--- src/tws_pkg.sv ---
// Shared constants and types for the two-wire bus slave.
`default_nettype none
package tws_pkg;
    // ************************************************************
    // Register port and register map.
    // ************************************************************
    localparam int REG_AW = 3;
    localparam int REG_DW = 16;
    localparam int ADDR_W = 10;
    localparam int BRG_W = 9;
    localparam logic [REG_AW-1:0] OFS_CTL = 3'h0;
    localparam logic [REG_AW-1:0] OFS_STAT = 3'h1;
    localparam logic [REG_AW-1:0] OFS_ADDR = 3'h2;
    localparam logic [REG_AW-1:0] OFS_RCV = 3'h3;
    localparam logic [REG_AW-1:0] OFS_TRN = 3'h4;
    localparam logic [REG_AW-1:0] OFS_BRG = 3'h5;
    // ************************************************************
    // Control and status bit positions and reset values.
    // ************************************************************
    localparam int CTL_EN = 15;
    localparam int CTL_REL = 12;
    localparam int CTL_A10 = 10;
    localparam int STB_TBF = 0;
    localparam int STB_RBF = 1;
    localparam int STB_RW = 2;
    localparam int STB_START = 3;
    localparam int STB_STOP = 4;
    localparam int STB_DNA = 5;
    localparam int STB_OV = 6;
    localparam int STB_FULL_TEN_BIT_MATCH_FLAG = 8;
    localparam int STB_EVT = 9;
    localparam logic [REG_DW-1:0] CTL_RST = 16'h1000;
    // ************************************************************
    // Bit counts and address pattern.
    // ************************************************************
    localparam logic [4:0] TEN_PREFIX = 5'h1e;
    localparam logic [3:0] BYTE_LAST = 4'h7;
    localparam logic [3:0] BYTE_BITS = 4'h8;
    localparam logic [3:0] ACK_CLK = 4'h9;
    typedef enum logic [2:0] {
        S_IDLE,
        S_ADDR,
        S_ADDR2,
        S_RX,
        S_TX,
        S_IGNORE
    } tws_state_t;
endpackage : tws_pkg
`default_nettype wire

--- src/tws_line_if.sv ---
// Bus line events passed from the pin sensing logic to the slave core.
`timescale 1ns/1ns
`default_nettype none
interface tws_line_if;
    logic scl_rise;
    logic scl_fall;
    logic start;
    logic stop;
    logic sda_lvl;
    modport sense (output scl_rise, output scl_fall, output start, output stop, output sda_lvl);
    modport core (input scl_rise, input scl_fall, input start, input stop, input sda_lvl);
endinterface : tws_line_if
`default_nettype wire

--- src/tws_line_sense.sv ---
// Pin synchronisers with clock edge, Start and Stop detection.
`timescale 1ns/1ns
`default_nettype none
module tws_line_sense
    import tws_pkg::*;
(
    input wire logic mclk,
    input wire logic reset,
    input wire logic scl_in,
    input wire logic sda_in,
    tws_line_if.sense ln
);
    typedef struct packed {
        logic scl_s1;
        logic scl_s2;
        logic sda_s1;
        logic sda_s2;
        logic scl_d;
        logic sda_d;
        logic rise;
        logic fall;
        logic start;
        logic stop;
        logic sda_lvl;
    } tws_sense_t;

    tws_sense_t r;
    tws_sense_t n;

    always_comb begin
        n = r;
        n.scl_s1 = scl_in;
        n.scl_s2 = r.scl_s1;
        n.sda_s1 = sda_in;
        n.sda_s2 = r.sda_s1;
        n.scl_d = r.scl_s2;
        n.sda_d = r.sda_s2;
        n.rise = r.scl_s2 & ~r.scl_d;
        n.fall = ~r.scl_s2 & r.scl_d;
        n.start = r.scl_s2 & r.scl_d & r.sda_d & ~r.sda_s2;
        n.stop = r.scl_s2 & r.scl_d & ~r.sda_d & r.sda_s2;
        n.sda_lvl = r.sda_s2;
    end

    always_ff @(posedge mclk) begin
        if (reset) begin
            // Idle bus lines are high, so reset to that level and no false edge follows reset.
            r <= '0;
            r.scl_s1 <= 1'b1;
            r.scl_s2 <= 1'b1;
            r.sda_s1 <= 1'b1;
            r.sda_s2 <= 1'b1;
            r.scl_d <= 1'b1;
            r.sda_d <= 1'b1;
            r.sda_lvl <= 1'b1;
        end else begin
            r <= n;
        end
    end

    assign ln.scl_rise = r.rise;
    assign ln.scl_fall = r.fall;
    assign ln.start = r.start;
    assign ln.stop = r.stop;
    assign ln.sda_lvl = r.sda_lvl;
endmodule : tws_line_sense
`default_nettype wire

--- src/tws_baud.sv ---
// Reload counter that times the data hold after a falling clock edge.
`timescale 1ns/1ns
`default_nettype none
module tws_baud
    import tws_pkg::*;
(
    input wire logic mclk,
    input wire logic reset,
    input wire logic [BRG_W-1:0] reload,
    input wire logic arm,
    output logic done
);
    typedef struct packed {
        logic [BRG_W-1:0] cnt;
        logic busy;
        logic done;
    } tws_baud_t;

    tws_baud_t r;
    tws_baud_t n;

    always_comb begin
        n = r;
        n.done = 1'b0;
        if (arm) begin
            n.cnt = reload;
            n.busy = 1'b1;
        end else if (r.busy) begin
            if (r.cnt == '0) begin
                n.busy = 1'b0;
                n.done = 1'b1;
            end else begin
                n.cnt = r.cnt - 9'h1;
            end
        end
    end

    always_ff @(posedge mclk) begin
        if (reset) begin
            r <= '0;
        end else begin
            r <= n;
        end
    end

    assign done = r.done;
endmodule : tws_baud
`default_nettype wire

--- src/tws_slave.sv ---
// Two-wire bus slave: address match, double-buffered receive, held transmit.
//
// Our own choices: the address map and strobed register access.
`timescale 1ns/1ns
`default_nettype none
module tws_slave
    import tws_pkg::*;
(
    input wire logic mclk,
    input wire logic reset,
    input wire logic [REG_AW-1:0] reg_addr,
    input wire logic [REG_DW-1:0] reg_wdata,
    input wire logic reg_wr,
    input wire logic reg_rd,
    output logic [REG_DW-1:0] reg_rdata,
    input wire logic scl_in,
    output logic scl_out,
    output logic scl_oe,
    input wire logic sda_in,
    output logic sda_out,
    output logic sda_oe,
    output logic slave_event
);
    // ************************************************************
    // State.
    // ************************************************************
    typedef struct packed {
        tws_state_t st;
        tws_state_t nx;
        logic [3:0] cnt;
        logic [7:0] shift;
        logic ack;
        logic rw;
        logic mack;
        logic loaded;
        logic sda_oe;
        logic sda_pend;
        logic sda_nv;
        logic scl_oe;
        logic pin_lo;
        logic [REG_DW-1:0] ctl;
        logic [ADDR_W-1:0] addr;
        logic [BRG_W-1:0] brg;
        logic [7:0] rcv;
        logic [7:0] trn;
        logic tbf;
        logic receive_full_flag;
        logic ov;
        logic full_ten_bit_match_flag;
        logic evt;
        logic strt;
        logic stp;
        logic dna;
        logic irq;
        logic [REG_DW-1:0] rdata;
    } tws_core_t;

    tws_core_t r;
    tws_core_t n;
    logic sda_req;
    logic sda_val;
    logic bg_done;
    logic [7:0] nb;
    logic [REG_DW-1:0] stat_word;

    tws_line_if ln ();

    tws_line_sense u_sense (
        .mclk(mclk),
        .reset(reset),
        .scl_in(scl_in),
        .sda_in(sda_in),
        .ln(ln.sense)
    );

    tws_baud u_baud (
        .mclk(mclk),
        .reset(reset),
        .reload(r.brg),
        .arm(sda_req),
        .done(bg_done)
    );

    always_comb begin
        stat_word = '0;
        stat_word[STB_TBF] = r.tbf;
        stat_word[STB_RBF] = r.receive_full_flag;
        stat_word[STB_RW] = r.rw;
        stat_word[STB_START] = r.strt;
        stat_word[STB_STOP] = r.stp;
        stat_word[STB_DNA] = r.dna;
        stat_word[STB_OV] = r.ov;
        stat_word[STB_FULL_TEN_BIT_MATCH_FLAG] = r.full_ten_bit_match_flag;
        stat_word[STB_EVT] = r.evt;
    end

    // ************************************************************
    // Next state.
    // ************************************************************
    always_comb begin
        n = r;
        sda_req = 1'b0;
        sda_val = 1'b0;
        nb = {r.shift[6:0], ln.sda_lvl};
        n.irq = 1'b0;
        n.rdata = '0;
        if (reg_wr) begin
            case (reg_addr)
                OFS_CTL: n.ctl = reg_wdata;
                OFS_STAT: begin
                    n.ov = reg_wdata[STB_OV];
                    n.full_ten_bit_match_flag = reg_wdata[STB_FULL_TEN_BIT_MATCH_FLAG];
                    n.evt = reg_wdata[STB_EVT];
                end
                OFS_ADDR: n.addr = reg_wdata[ADDR_W-1:0];
                OFS_TRN: begin
                    n.trn = reg_wdata[7:0];
                    n.tbf = 1'b1;
                end
                OFS_BRG: n.brg = reg_wdata[BRG_W-1:0];
                default: n.rdata = '0;
            endcase
        end
        if (reg_rd) begin
            case (reg_addr)
                OFS_CTL: n.rdata = r.ctl;
                OFS_STAT: n.rdata = stat_word;
                OFS_ADDR: n.rdata = {6'h00, r.addr};
                OFS_RCV: begin
                    n.rdata = {8'h00, r.rcv};
                    n.receive_full_flag = 1'b0;
                end
                OFS_TRN: n.rdata = {8'h00, r.trn};
                OFS_BRG: n.rdata = {7'h00, r.brg};
                default: n.rdata = '0;
            endcase
        end
        if (r.ctl[CTL_REL]) begin
            n.scl_oe = 1'b0;
        end
        if (bg_done && r.sda_pend) begin
            n.sda_oe = r.sda_nv;
            n.sda_pend = 1'b0;
        end
        if (!r.ctl[CTL_EN]) begin
            n.st = S_IDLE;
            n.sda_oe = 1'b0;
            n.sda_pend = 1'b0;
            n.scl_oe = 1'b0;
            n.loaded = 1'b0;
        end else if (ln.start) begin
            n.st = S_ADDR;
            n.cnt = '0;
            n.sda_oe = 1'b0;
            n.sda_pend = 1'b0;
            n.loaded = 1'b0;
            n.strt = 1'b1;
            n.stp = 1'b0;
        end else if (ln.stop) begin
            n.st = S_IDLE;
            n.sda_oe = 1'b0;
            n.sda_pend = 1'b0;
            n.scl_oe = 1'b0;
            n.loaded = 1'b0;
            n.full_ten_bit_match_flag = 1'b0;
            n.stp = 1'b1;
            n.strt = 1'b0;
        end else begin
            case (r.st)
                S_ADDR, S_ADDR2, S_RX: begin
                    if (ln.scl_rise) begin
                        n.cnt = r.cnt + 4'h1;
                        if (r.cnt < BYTE_BITS) begin
                            n.shift = nb;
                        end
                    end
                    if (ln.scl_rise && r.cnt == BYTE_LAST) begin
                        if (r.st == S_ADDR) begin
                            n.dna = 1'b0;
                            n.ack = 1'b0;
                            if (!r.ctl[CTL_A10]) begin
                                if (nb[7:1] == r.addr[6:0]) begin
                                    n.ack = 1'b1;
                                    n.rw = nb[0];
                                    n.nx = nb[0] ? S_TX : S_RX;
                                end else begin
                                    n.st = S_IGNORE;
                                end
                            end else if (nb[7:3] == TEN_PREFIX && nb[2:1] == r.addr[9:8]) begin
                                if (!nb[0]) begin
                                    n.ack = 1'b1;
                                    n.rw = 1'b0;
                                    n.full_ten_bit_match_flag = 1'b0;
                                    n.nx = S_ADDR2;
                                end else if (r.full_ten_bit_match_flag) begin
                                    n.ack = 1'b1;
                                    n.rw = 1'b1;
                                    n.nx = S_TX;
                                end else begin
                                    n.full_ten_bit_match_flag = 1'b0;
                                    n.st = S_IGNORE;
                                end
                            end else begin
                                n.full_ten_bit_match_flag = 1'b0;
                                n.st = S_IGNORE;
                            end
                        end else if (r.st == S_ADDR2) begin
                            if (nb == r.addr[7:0]) begin
                                n.ack = 1'b1;
                                n.full_ten_bit_match_flag = 1'b1;
                                n.nx = S_RX;
                            end else begin
                                n.ack = 1'b0;
                                n.full_ten_bit_match_flag = 1'b0;
                                n.st = S_IGNORE;
                            end
                        end else begin
                            n.dna = 1'b1;
                            n.nx = S_RX;
                            if (r.receive_full_flag) begin
                                n.ack = 1'b0;
                                n.ov = 1'b1;
                            end else if (r.ov) begin
                                n.rcv = nb;
                                n.receive_full_flag = 1'b1;
                                n.ack = 1'b0;
                            end else begin
                                n.rcv = nb;
                                n.receive_full_flag = 1'b1;
                                n.ack = 1'b1;
                            end
                        end
                    end
                    if (ln.scl_fall && r.cnt == BYTE_BITS) begin
                        sda_req = 1'b1;
                        sda_val = r.ack;
                    end
                    if (ln.scl_fall && r.cnt == ACK_CLK) begin
                        sda_req = 1'b1;
                        sda_val = 1'b0;
                        n.irq = 1'b1;
                        n.evt = 1'b1;
                        n.cnt = '0;
                        n.st = r.nx;
                        if (r.nx == S_TX) begin
                            n.scl_oe = 1'b1;
                            n.ctl[CTL_REL] = 1'b0;
                            n.loaded = 1'b0;
                        end
                    end
                end
                S_TX: begin
                    if (!r.loaded && r.tbf) begin
                        n.shift = r.trn;
                        n.tbf = 1'b0;
                        n.loaded = 1'b1;
                        n.cnt = '0;
                        sda_req = 1'b1;
                        sda_val = ~r.trn[7];
                    end
                    if (ln.scl_rise && r.loaded) begin
                        n.cnt = r.cnt + 4'h1;
                        if (r.cnt == BYTE_BITS) begin
                            n.mack = ~ln.sda_lvl;
                        end
                    end
                    if (ln.scl_fall && r.loaded) begin
                        if (r.cnt < BYTE_BITS) begin
                            n.shift = {r.shift[6:0], 1'b0};
                            sda_req = 1'b1;
                            sda_val = ~r.shift[6];
                        end else if (r.cnt == BYTE_BITS) begin
                            sda_req = 1'b1;
                            sda_val = 1'b0;
                        end else begin
                            n.irq = 1'b1;
                            n.evt = 1'b1;
                            n.loaded = 1'b0;
                            n.cnt = '0;
                            if (!r.mack) begin
                                n.st = S_IGNORE;
                            end else if (!r.tbf) begin
                                n.ctl[CTL_REL] = 1'b0;
                                n.scl_oe = 1'b1;
                            end
                        end
                    end
                end
                S_IDLE, S_IGNORE: begin
                    n.cnt = r.cnt;
                end
                default: n.st = S_IDLE;
            endcase
        end
        if (reg_wr && reg_addr == OFS_CTL && reg_wdata[CTL_REL]) begin
            n.ctl[CTL_REL] = 1'b1;
        end
        if (sda_req) begin
            n.sda_pend = 1'b1;
            n.sda_nv = sda_val;
        end
    end

    // ************************************************************
    // Registers and outputs.
    // ************************************************************
    always_ff @(posedge mclk) begin
        if (reset) begin
            r <= '0;
            r.ctl <= CTL_RST;
        end else begin
            r <= n;
        end
    end

    assign reg_rdata = r.rdata;
    assign scl_out = r.pin_lo;
    assign scl_oe = r.scl_oe;
    assign sda_out = r.pin_lo;
    assign sda_oe = r.sda_oe;
    assign slave_event = r.irq;
endmodule : tws_slave
`default_nettype wire

--- config.mk ---
export PLATFORM = sky130hd
export DESIGN_NAME = tws_slave
export DESIGN_NICKNAME = d
export VERILOG_FILES = /design/src/tws_pkg.sv /design/src/tws_line_if.sv /design/src/tws_line_sense.sv /design/src/tws_baud.sv /design/src/tws_slave.sv
export SDC_FILE = /design/constraint.sdc
export NUM_CORES = 1
export LEC_CHECK = 0
export BUFFER_PORTS_ARGS = -buffer_cell sky130_fd_sc_hd__buf_4
export CAP_MARGIN = 20
export CORE_MARGIN = 1.5
export CORE_UTILIZATION = 40
export DETAILED_ROUTE_END_ITERATION = 10
export GPL_TIMING_DRIVEN = 0
export HOLD_SLACK_MARGIN = 0.1
export PLACE_DENSITY = 0.67
export SYNTH_ARGS = -nofsm -noshare
export SYNTH_HDL_FRONTEND = slang
export SYNTH_SLANG_ARGS = --single-unit
--- constraint.sdc ---
create_clock -name mclk -period 2.7 [get_ports mclk]
set_input_delay 0.27 -clock mclk [delete_from_list [all_inputs] [get_ports mclk]]
set_output_delay 0.27 -clock mclk [all_outputs]
set_load 0.03 [all_outputs]
# Yosys cells after proc, flatten, opt, wreduce, memory -nomap -nowiden
# Index checks and enable logic that the tools add are counted.
[op_classes]
addsub = 2
mul = 0
div = 0
n_lt_le_gt_ge = 1
eq_ne = 54
n_shift = 0
n_mux = 162
bitwise = 22
reduce_logical = 43
[op_table]
columns = ["op", "n"]
rows = [
  ["$pmux 16 s6", 1],
  ["$mux 1", 87],
  ["$mux 12", 6],
  ["$mux 3", 23],
  ["$mux 32", 1],
  ["$mux 2", 15],
  ["$mux 9", 3],
  ["$reduce_and 11->1", 2],
  ["$mux 10", 2],
  ["$mux 4", 5],
  ["$ne 4x2->1 const B", 5],
  ["$mux 6", 3],
  ["$ne 2x2->1 const B", 9],
  ["$reduce_and 6->1", 3],
  ["$reduce_and 9->1", 2],
  ["$mux 8", 2],
  ["$pmux 8 s2", 1],
  ["$eq 3x3->1 const B", 5],
  ["$mux 15", 1],
  ["$not 1->1", 15],
  ["$pmux 1 s2", 7],
  ["$mux 13", 1],
  ["$eq 3x2->1 const B", 4],
  ["$ne 4x4->1 const B", 3],
  ["other kinds (42)", 78],
]
[word_totals]
reg_bits = 123
latchBits = 0
ram_bits = 0
romBits = 0
in_bits = 25
out_inout_bits = 21
wordCells = 326
n_memories = 0

# Depth between registers and ports, before layout
[depth]
word_depth = 13
ltp_mapped = 9
depth_no_buf = 8

# By module
# From an unflattened synthesis, not the netlist that was laid out.
[hier_totals]
hier_cells = 720
area_unflattened_um2 = 6002.0
[modules_own_cells]
columns = ["mod", "n_inst", "cells_each", "area_each_um2", "seq_area_each_um2"]
rows = [
  ["tws_slave", 1, 626, 5059.9, 2021.9],
  ["tws_baud", 1, 72, 641.9, 220.2],
  ["tws_line_sense", 1, 22, 300.3, 200.2],
]

# Worst setup path before layout
# Ideal clock, no wire load.
[synth_timing]
path_kind = "reg2reg"
startpoint = "register r[94] in the netlist's numbering"
endpoint = "register r[102] in the netlist's numbering"
setup_time_ns = 0.116
arrival_ns = 1.834
required_time_ns = 2.584
slack_ns = 0.750
path_stages_with_launch = 9
path_buffers = 1
period_less_slack_ns = 1.950
path_cell_list = "dfxtp_1 > inv_1 > ha_1 > and4b_1 > clkbuf_1 > or4_1 > o211ai_2 > a311oi_1 > a31o_2"
[synth_between]
elab_chain_len = 4
word_cells_on_any_way = 17
cone_classes = "1 x order compare; 11 x eq/ne; 2 x mux; 3 x reduce/logical"
[synth_lines]
columns = ["item", "line", "text"]
rows = [
  ["start: declaration", "tws_slave.sv:58", "tws_core_t r;"],
  ["start signal: assignment", "tws_slave.sv:312", "r <= n;"],
  ["branches (longest 4 deep; another with $lt 4x4->1)", "--", ""],
]
# Several ways; the timed one is not identified.
# A chain may end at the register's enable or synchronous reset.

# Final worst setup path
[layout_timing]
startpoint = "register r[93] in the netlist's numbering"
endpoint = "register r[95] in the netlist's numbering"
[layout_between]
elab_chain_len = 8
word_cells_on_any_way = 16
cone_classes = "1 x add/sub; 1 x order compare; 3 x eq/ne; 9 x mux; 2 x reduce/logical"
[layout_lines]
columns = ["item", "line", "text"]
rows = [
  ["$add 4x1->4", "tws_slave.sv:172, tws_slave.sv:262", ""],
  ["$mux 4", "tws_slave.sv:261", "if (ln.scl_rise && r.loaded) begin"],
  ["$mux 4", "tws_slave.sv:272", "end else if (r.cnt == BYTE_BITS) begin"],
  ["$mux 4", "tws_slave.sv:268", "if (r.cnt < BYTE_BITS) begin"],
  ["$mux 12", "tws_slave.sv:267", "if (ln.scl_fall && r.loaded) begin"],
  ["$pmux 4 s2", "tws_slave.sv:169", "case (r.st)"],
  ["$mux 15", "tws_slave.sv:159", "end else if (ln.stop) begin"],
  ["$mux 4", "tws_slave.sv:151", "end else if (ln.start) begin"],
]
# Several ways; a longest one is shown, not always the timed one. The select of a mux whose other input is x is not followed.

==> summary.txt <==
wire per inst: 16.94 µm
Vias/cell: 5.400
vias: 5189
post-cts hold buffer count: 7
peak per-stage delay on the critical path: 0.42 ns
Post-DRT Antenna Nets: 0
GPL Wtd Cong: 0.9037
Hold Vio Cnt, Final: 0
most frequent cell after synthesis: dfxtp_1
Critical Path, Cell by Cell: ha_1 > and4b_1 > clkbuf_1 > o21ai_0 > a21oi_1 > a21oi_1 > a211o_1
arrival time worst endpoint: 2.61 ns
Initial Util: 41.45%
I/O Buffers: 42
commonest cells in the netlist: 122 x dfxtp_1, 115 x nand2_1, 75 x a21oi_1
first-pass GRT wire length: 25.69 mm
Total GRT Usage: 22.52%
peak supply drop: 0.4555 mV
antenna violations before repair: 0
Adder-Cell Fraction of Synth Area: 0.8598%
xor and xnor area share after synthesis: 3.160%
CTS root buf: clkbuf_16
DP Worst Slack: 0.2540 ns
Mapped Cells: 699
max capacitance violation total: 0
Leak: 0.002681 µW
clk sink count: 122
die area: 0.01528 mm²
Final Max Slew Viols: 0
fin crit share: 85.37%
Final Net Count: 797
number of flops mapped to enable cells by yosys: 0
Bufs on Longest Clock Path: 2
pin count of the biggest net entering global routing: 17
Post-Synth Simple-Gate Area: 23.88%
Finish-stage setup viols: 0
Die Y: 123.6 µm
Power Density: 610.7 mW/mm²
most used cell, CP: a21oi_1
fillers: 1335
Resized Gates After CTS: 0
r2r setup slk: 0.40 ns
synth unique cells: 72
Worst-path clk slew: 0.06 ns
post-route setup TNS: 0 ns
Ant. Diodes: 0
setup bufs post-CTS: 0
Slew @ Worst Pin: 0.8364 ns
Slew headroom: 43.72%
Crit path max-delay family: compound AO/OA/AOI/OAI gates
Std-Cell Rows: 43
total congestion overflow: 0
Clock Skew: 0.01720 ns
Post-Syn Area: 0.005821 mm²
status: finished clean
crit end category: register
syn_area_per_cell: 8.327 µm²
fmax: 433.8 MHz
Seq cells post-synth: 122
DPL Wire Length: 11.90 mm
CTS H-tree depth: 4
IO Count: 46
post-synthesis compound-gate area fraction: 17.39%
drt pass-1 iters: 4
Setup WS post-layout: 0.3950 ns
top cell type's share of synthesized area: 41.96%
Initial DRC Count: 636
fraction of layout cells with a size suffix above 1: 17.16%
drt total wl: 16.28 mm
WP data required: 3.01 ns
largest area contributor in the netlist: dfxtp_1
Async S/R FF share, synth: 0%
crit path time final: 2.305 ns
Worst Path Max Fanout: 9
slowest cell on the critical path: dfxtp_1
later-pin clock latency in the skew report: 0.43 ns
YS warnings: 0
Top FF cell, synth: dfxtp_1
Die Width: 123.6 µm
Crit Path Class: reg -> reg
unrepaired setup endpoints after global routing: false
P&R area growth vs syn: 20.51%
WP buf/inv: 1
area post-placement: 0.006365 mm²
design area: 0.007014 mm²
vias in the first global route: 4790
mux contribution to synthesized area: 6.019%
crit path launch type: register
Min-Delay Path Class: in -> reg
Core ar.: 0.01404 mm²
largest family of logic cells by synthesized area: simple AND/OR/NAND/NOR gates
Synth area leaders: dfxtp_1 42%, nand2_1 7.4%, a21oi_1 6.4%, nor2_1 3.5%, mux2i_1 2.9%
CTS tree: done
number of remaining DRC errors: 0
sequential area share after synthesis: 41.96%
CTS buffer count: 17
-- final cells by class --
type	count	area, µm²	share of cell area (%)
inverters	16	60.06	0.8562
clock buffers	20	456.7	6.511
well taps	180	225.2	3.211
flip-flops and latches	122	2442	34.82
repair buffers	49	385.4	5.494
plain buffers	60	327.8	4.674
multi-input cells	502	2994	42.69
clock inverters	12	122.6	1.748
-- metrics by stage --
step | hold slack [ns] | cells | total power (µW) | utilization [%]
after global routing | 0.1201 | 961 | 4417 | 49.95
after detailed placement | 0.3988 | 922 | 2081 | 45.33
after CTS | 0.1066 | 961 | 4306 | 49.95
after floorplan | 0.3738 | 700 | 1991 | -
after global placement | 0.3905 | 922 | 2080 | 45.33
final | 0.1153 | 961 | 4284 | 49.95
-- layer usage --
metal,part of all wire [%],track usage [%],vias to the layer above
met3,6.7,5.723,26
met4,2.3,8.908,0
met2,46,34.91,181
li1,-,-,2568
met1,45,30.03,2414
met5,0,0,-
-- path summary, 6_finish.rpt --
kind	from	end	depth (start not counted)
setup / recovery	r[93]	r[95]	7
hold / removal	reg_wdata[9]	r[59]	3
setup reg to reg	r[93]	r[95]	7
hold reg to reg	u_sense.n[7]	u_sense.n[0]	1
-- power by group --
part | switching, µW | internal, µW | total (µW)
Sequential | 19.2 | 1820 | 1840
Combinational | 133 | 80.8 | 213
Clock | 832 | 1400 | 2230
-- sequential cells by signal, indices dropped and copies added, names as in the netlist --
name	count
scl_oe	1
u_sense.ln.scl_rise	1
u_sense.n	4
nb	7
u_sense.r	2
slave_event	1
u_baud.done	1
reg_rdata	16
u_sense.ln.start	1
u_sense.ln.scl_fall	1
u_baud.r	10
u_sense.ln.stop	1
r	75
sda_oe	1
-- logic make-up after synthesis --
group | count (synthesis)
and+or+nand+nor | 287
AOI/OAI and AO/OA | 159
DFF | 122
buffers and inverters | 76
muxes | 29
xor gates and xnor gates | 21
adders and majority gates | 4
other | 1
-- worst min-delay path: cells and delay by family --
family	cells	cell delay, ns
buffers and inverters	1	0.12
AND/OR/NAND/NOR	1	0.05
AO/OA/AOI/OAI	1	0.05
-- cell usage in the layout, fill, tap and decap left out, drive strengths merged, types with 3 or more instances in the layout --
| master | netlist | layout |
|---|---|---|
| nand2b | 9 | 9 |
| nor2b | 8 | 8 |
| a31oi | 4 | 4 |
| mux2i | 17 | 17 |
| nand4b | 4 | 4 |
| nor3b | 8 | 8 |
| nand4 | 6 | 6 |
| and3 | 5 | 5 |
| and2 | 9 | 9 |
| nor2 | 56 | 56 |
| inv | 15 | 16 |
| nor4 | 7 | 7 |
| dfxtp | 122 | 122 |
| a21oi | 76 | 76 |
| dlygate4sd3 | 0 | 7 |
| or3 | 3 | 3 |
| nand2 | 115 | 115 |
| and4b | 3 | 3 |
| xnor2 | 4 | 4 |
| a311oi | 3 | 3 |
| nor3 | 19 | 19 |
| a22oi | 9 | 9 |
| clkbuf | 28 | 48 |
| buf | 32 | 74 |
| nand3 | 20 | 20 |
| mux2 | 8 | 8 |
| or2 | 9 | 9 |
| o21ai | 14 | 14 |
| ha | 4 | 4 |
| a221oi | 7 | 7 |
| xor2 | 17 | 17 |
| clkinv | 1 | 8 |
| o22a | 3 | 3 |
| a21o | 8 | 8 |
| a211oi | 11 | 11 |
| mux4 | 4 | 4 |
Note: power is estimated with default switching activity, not from simulation.
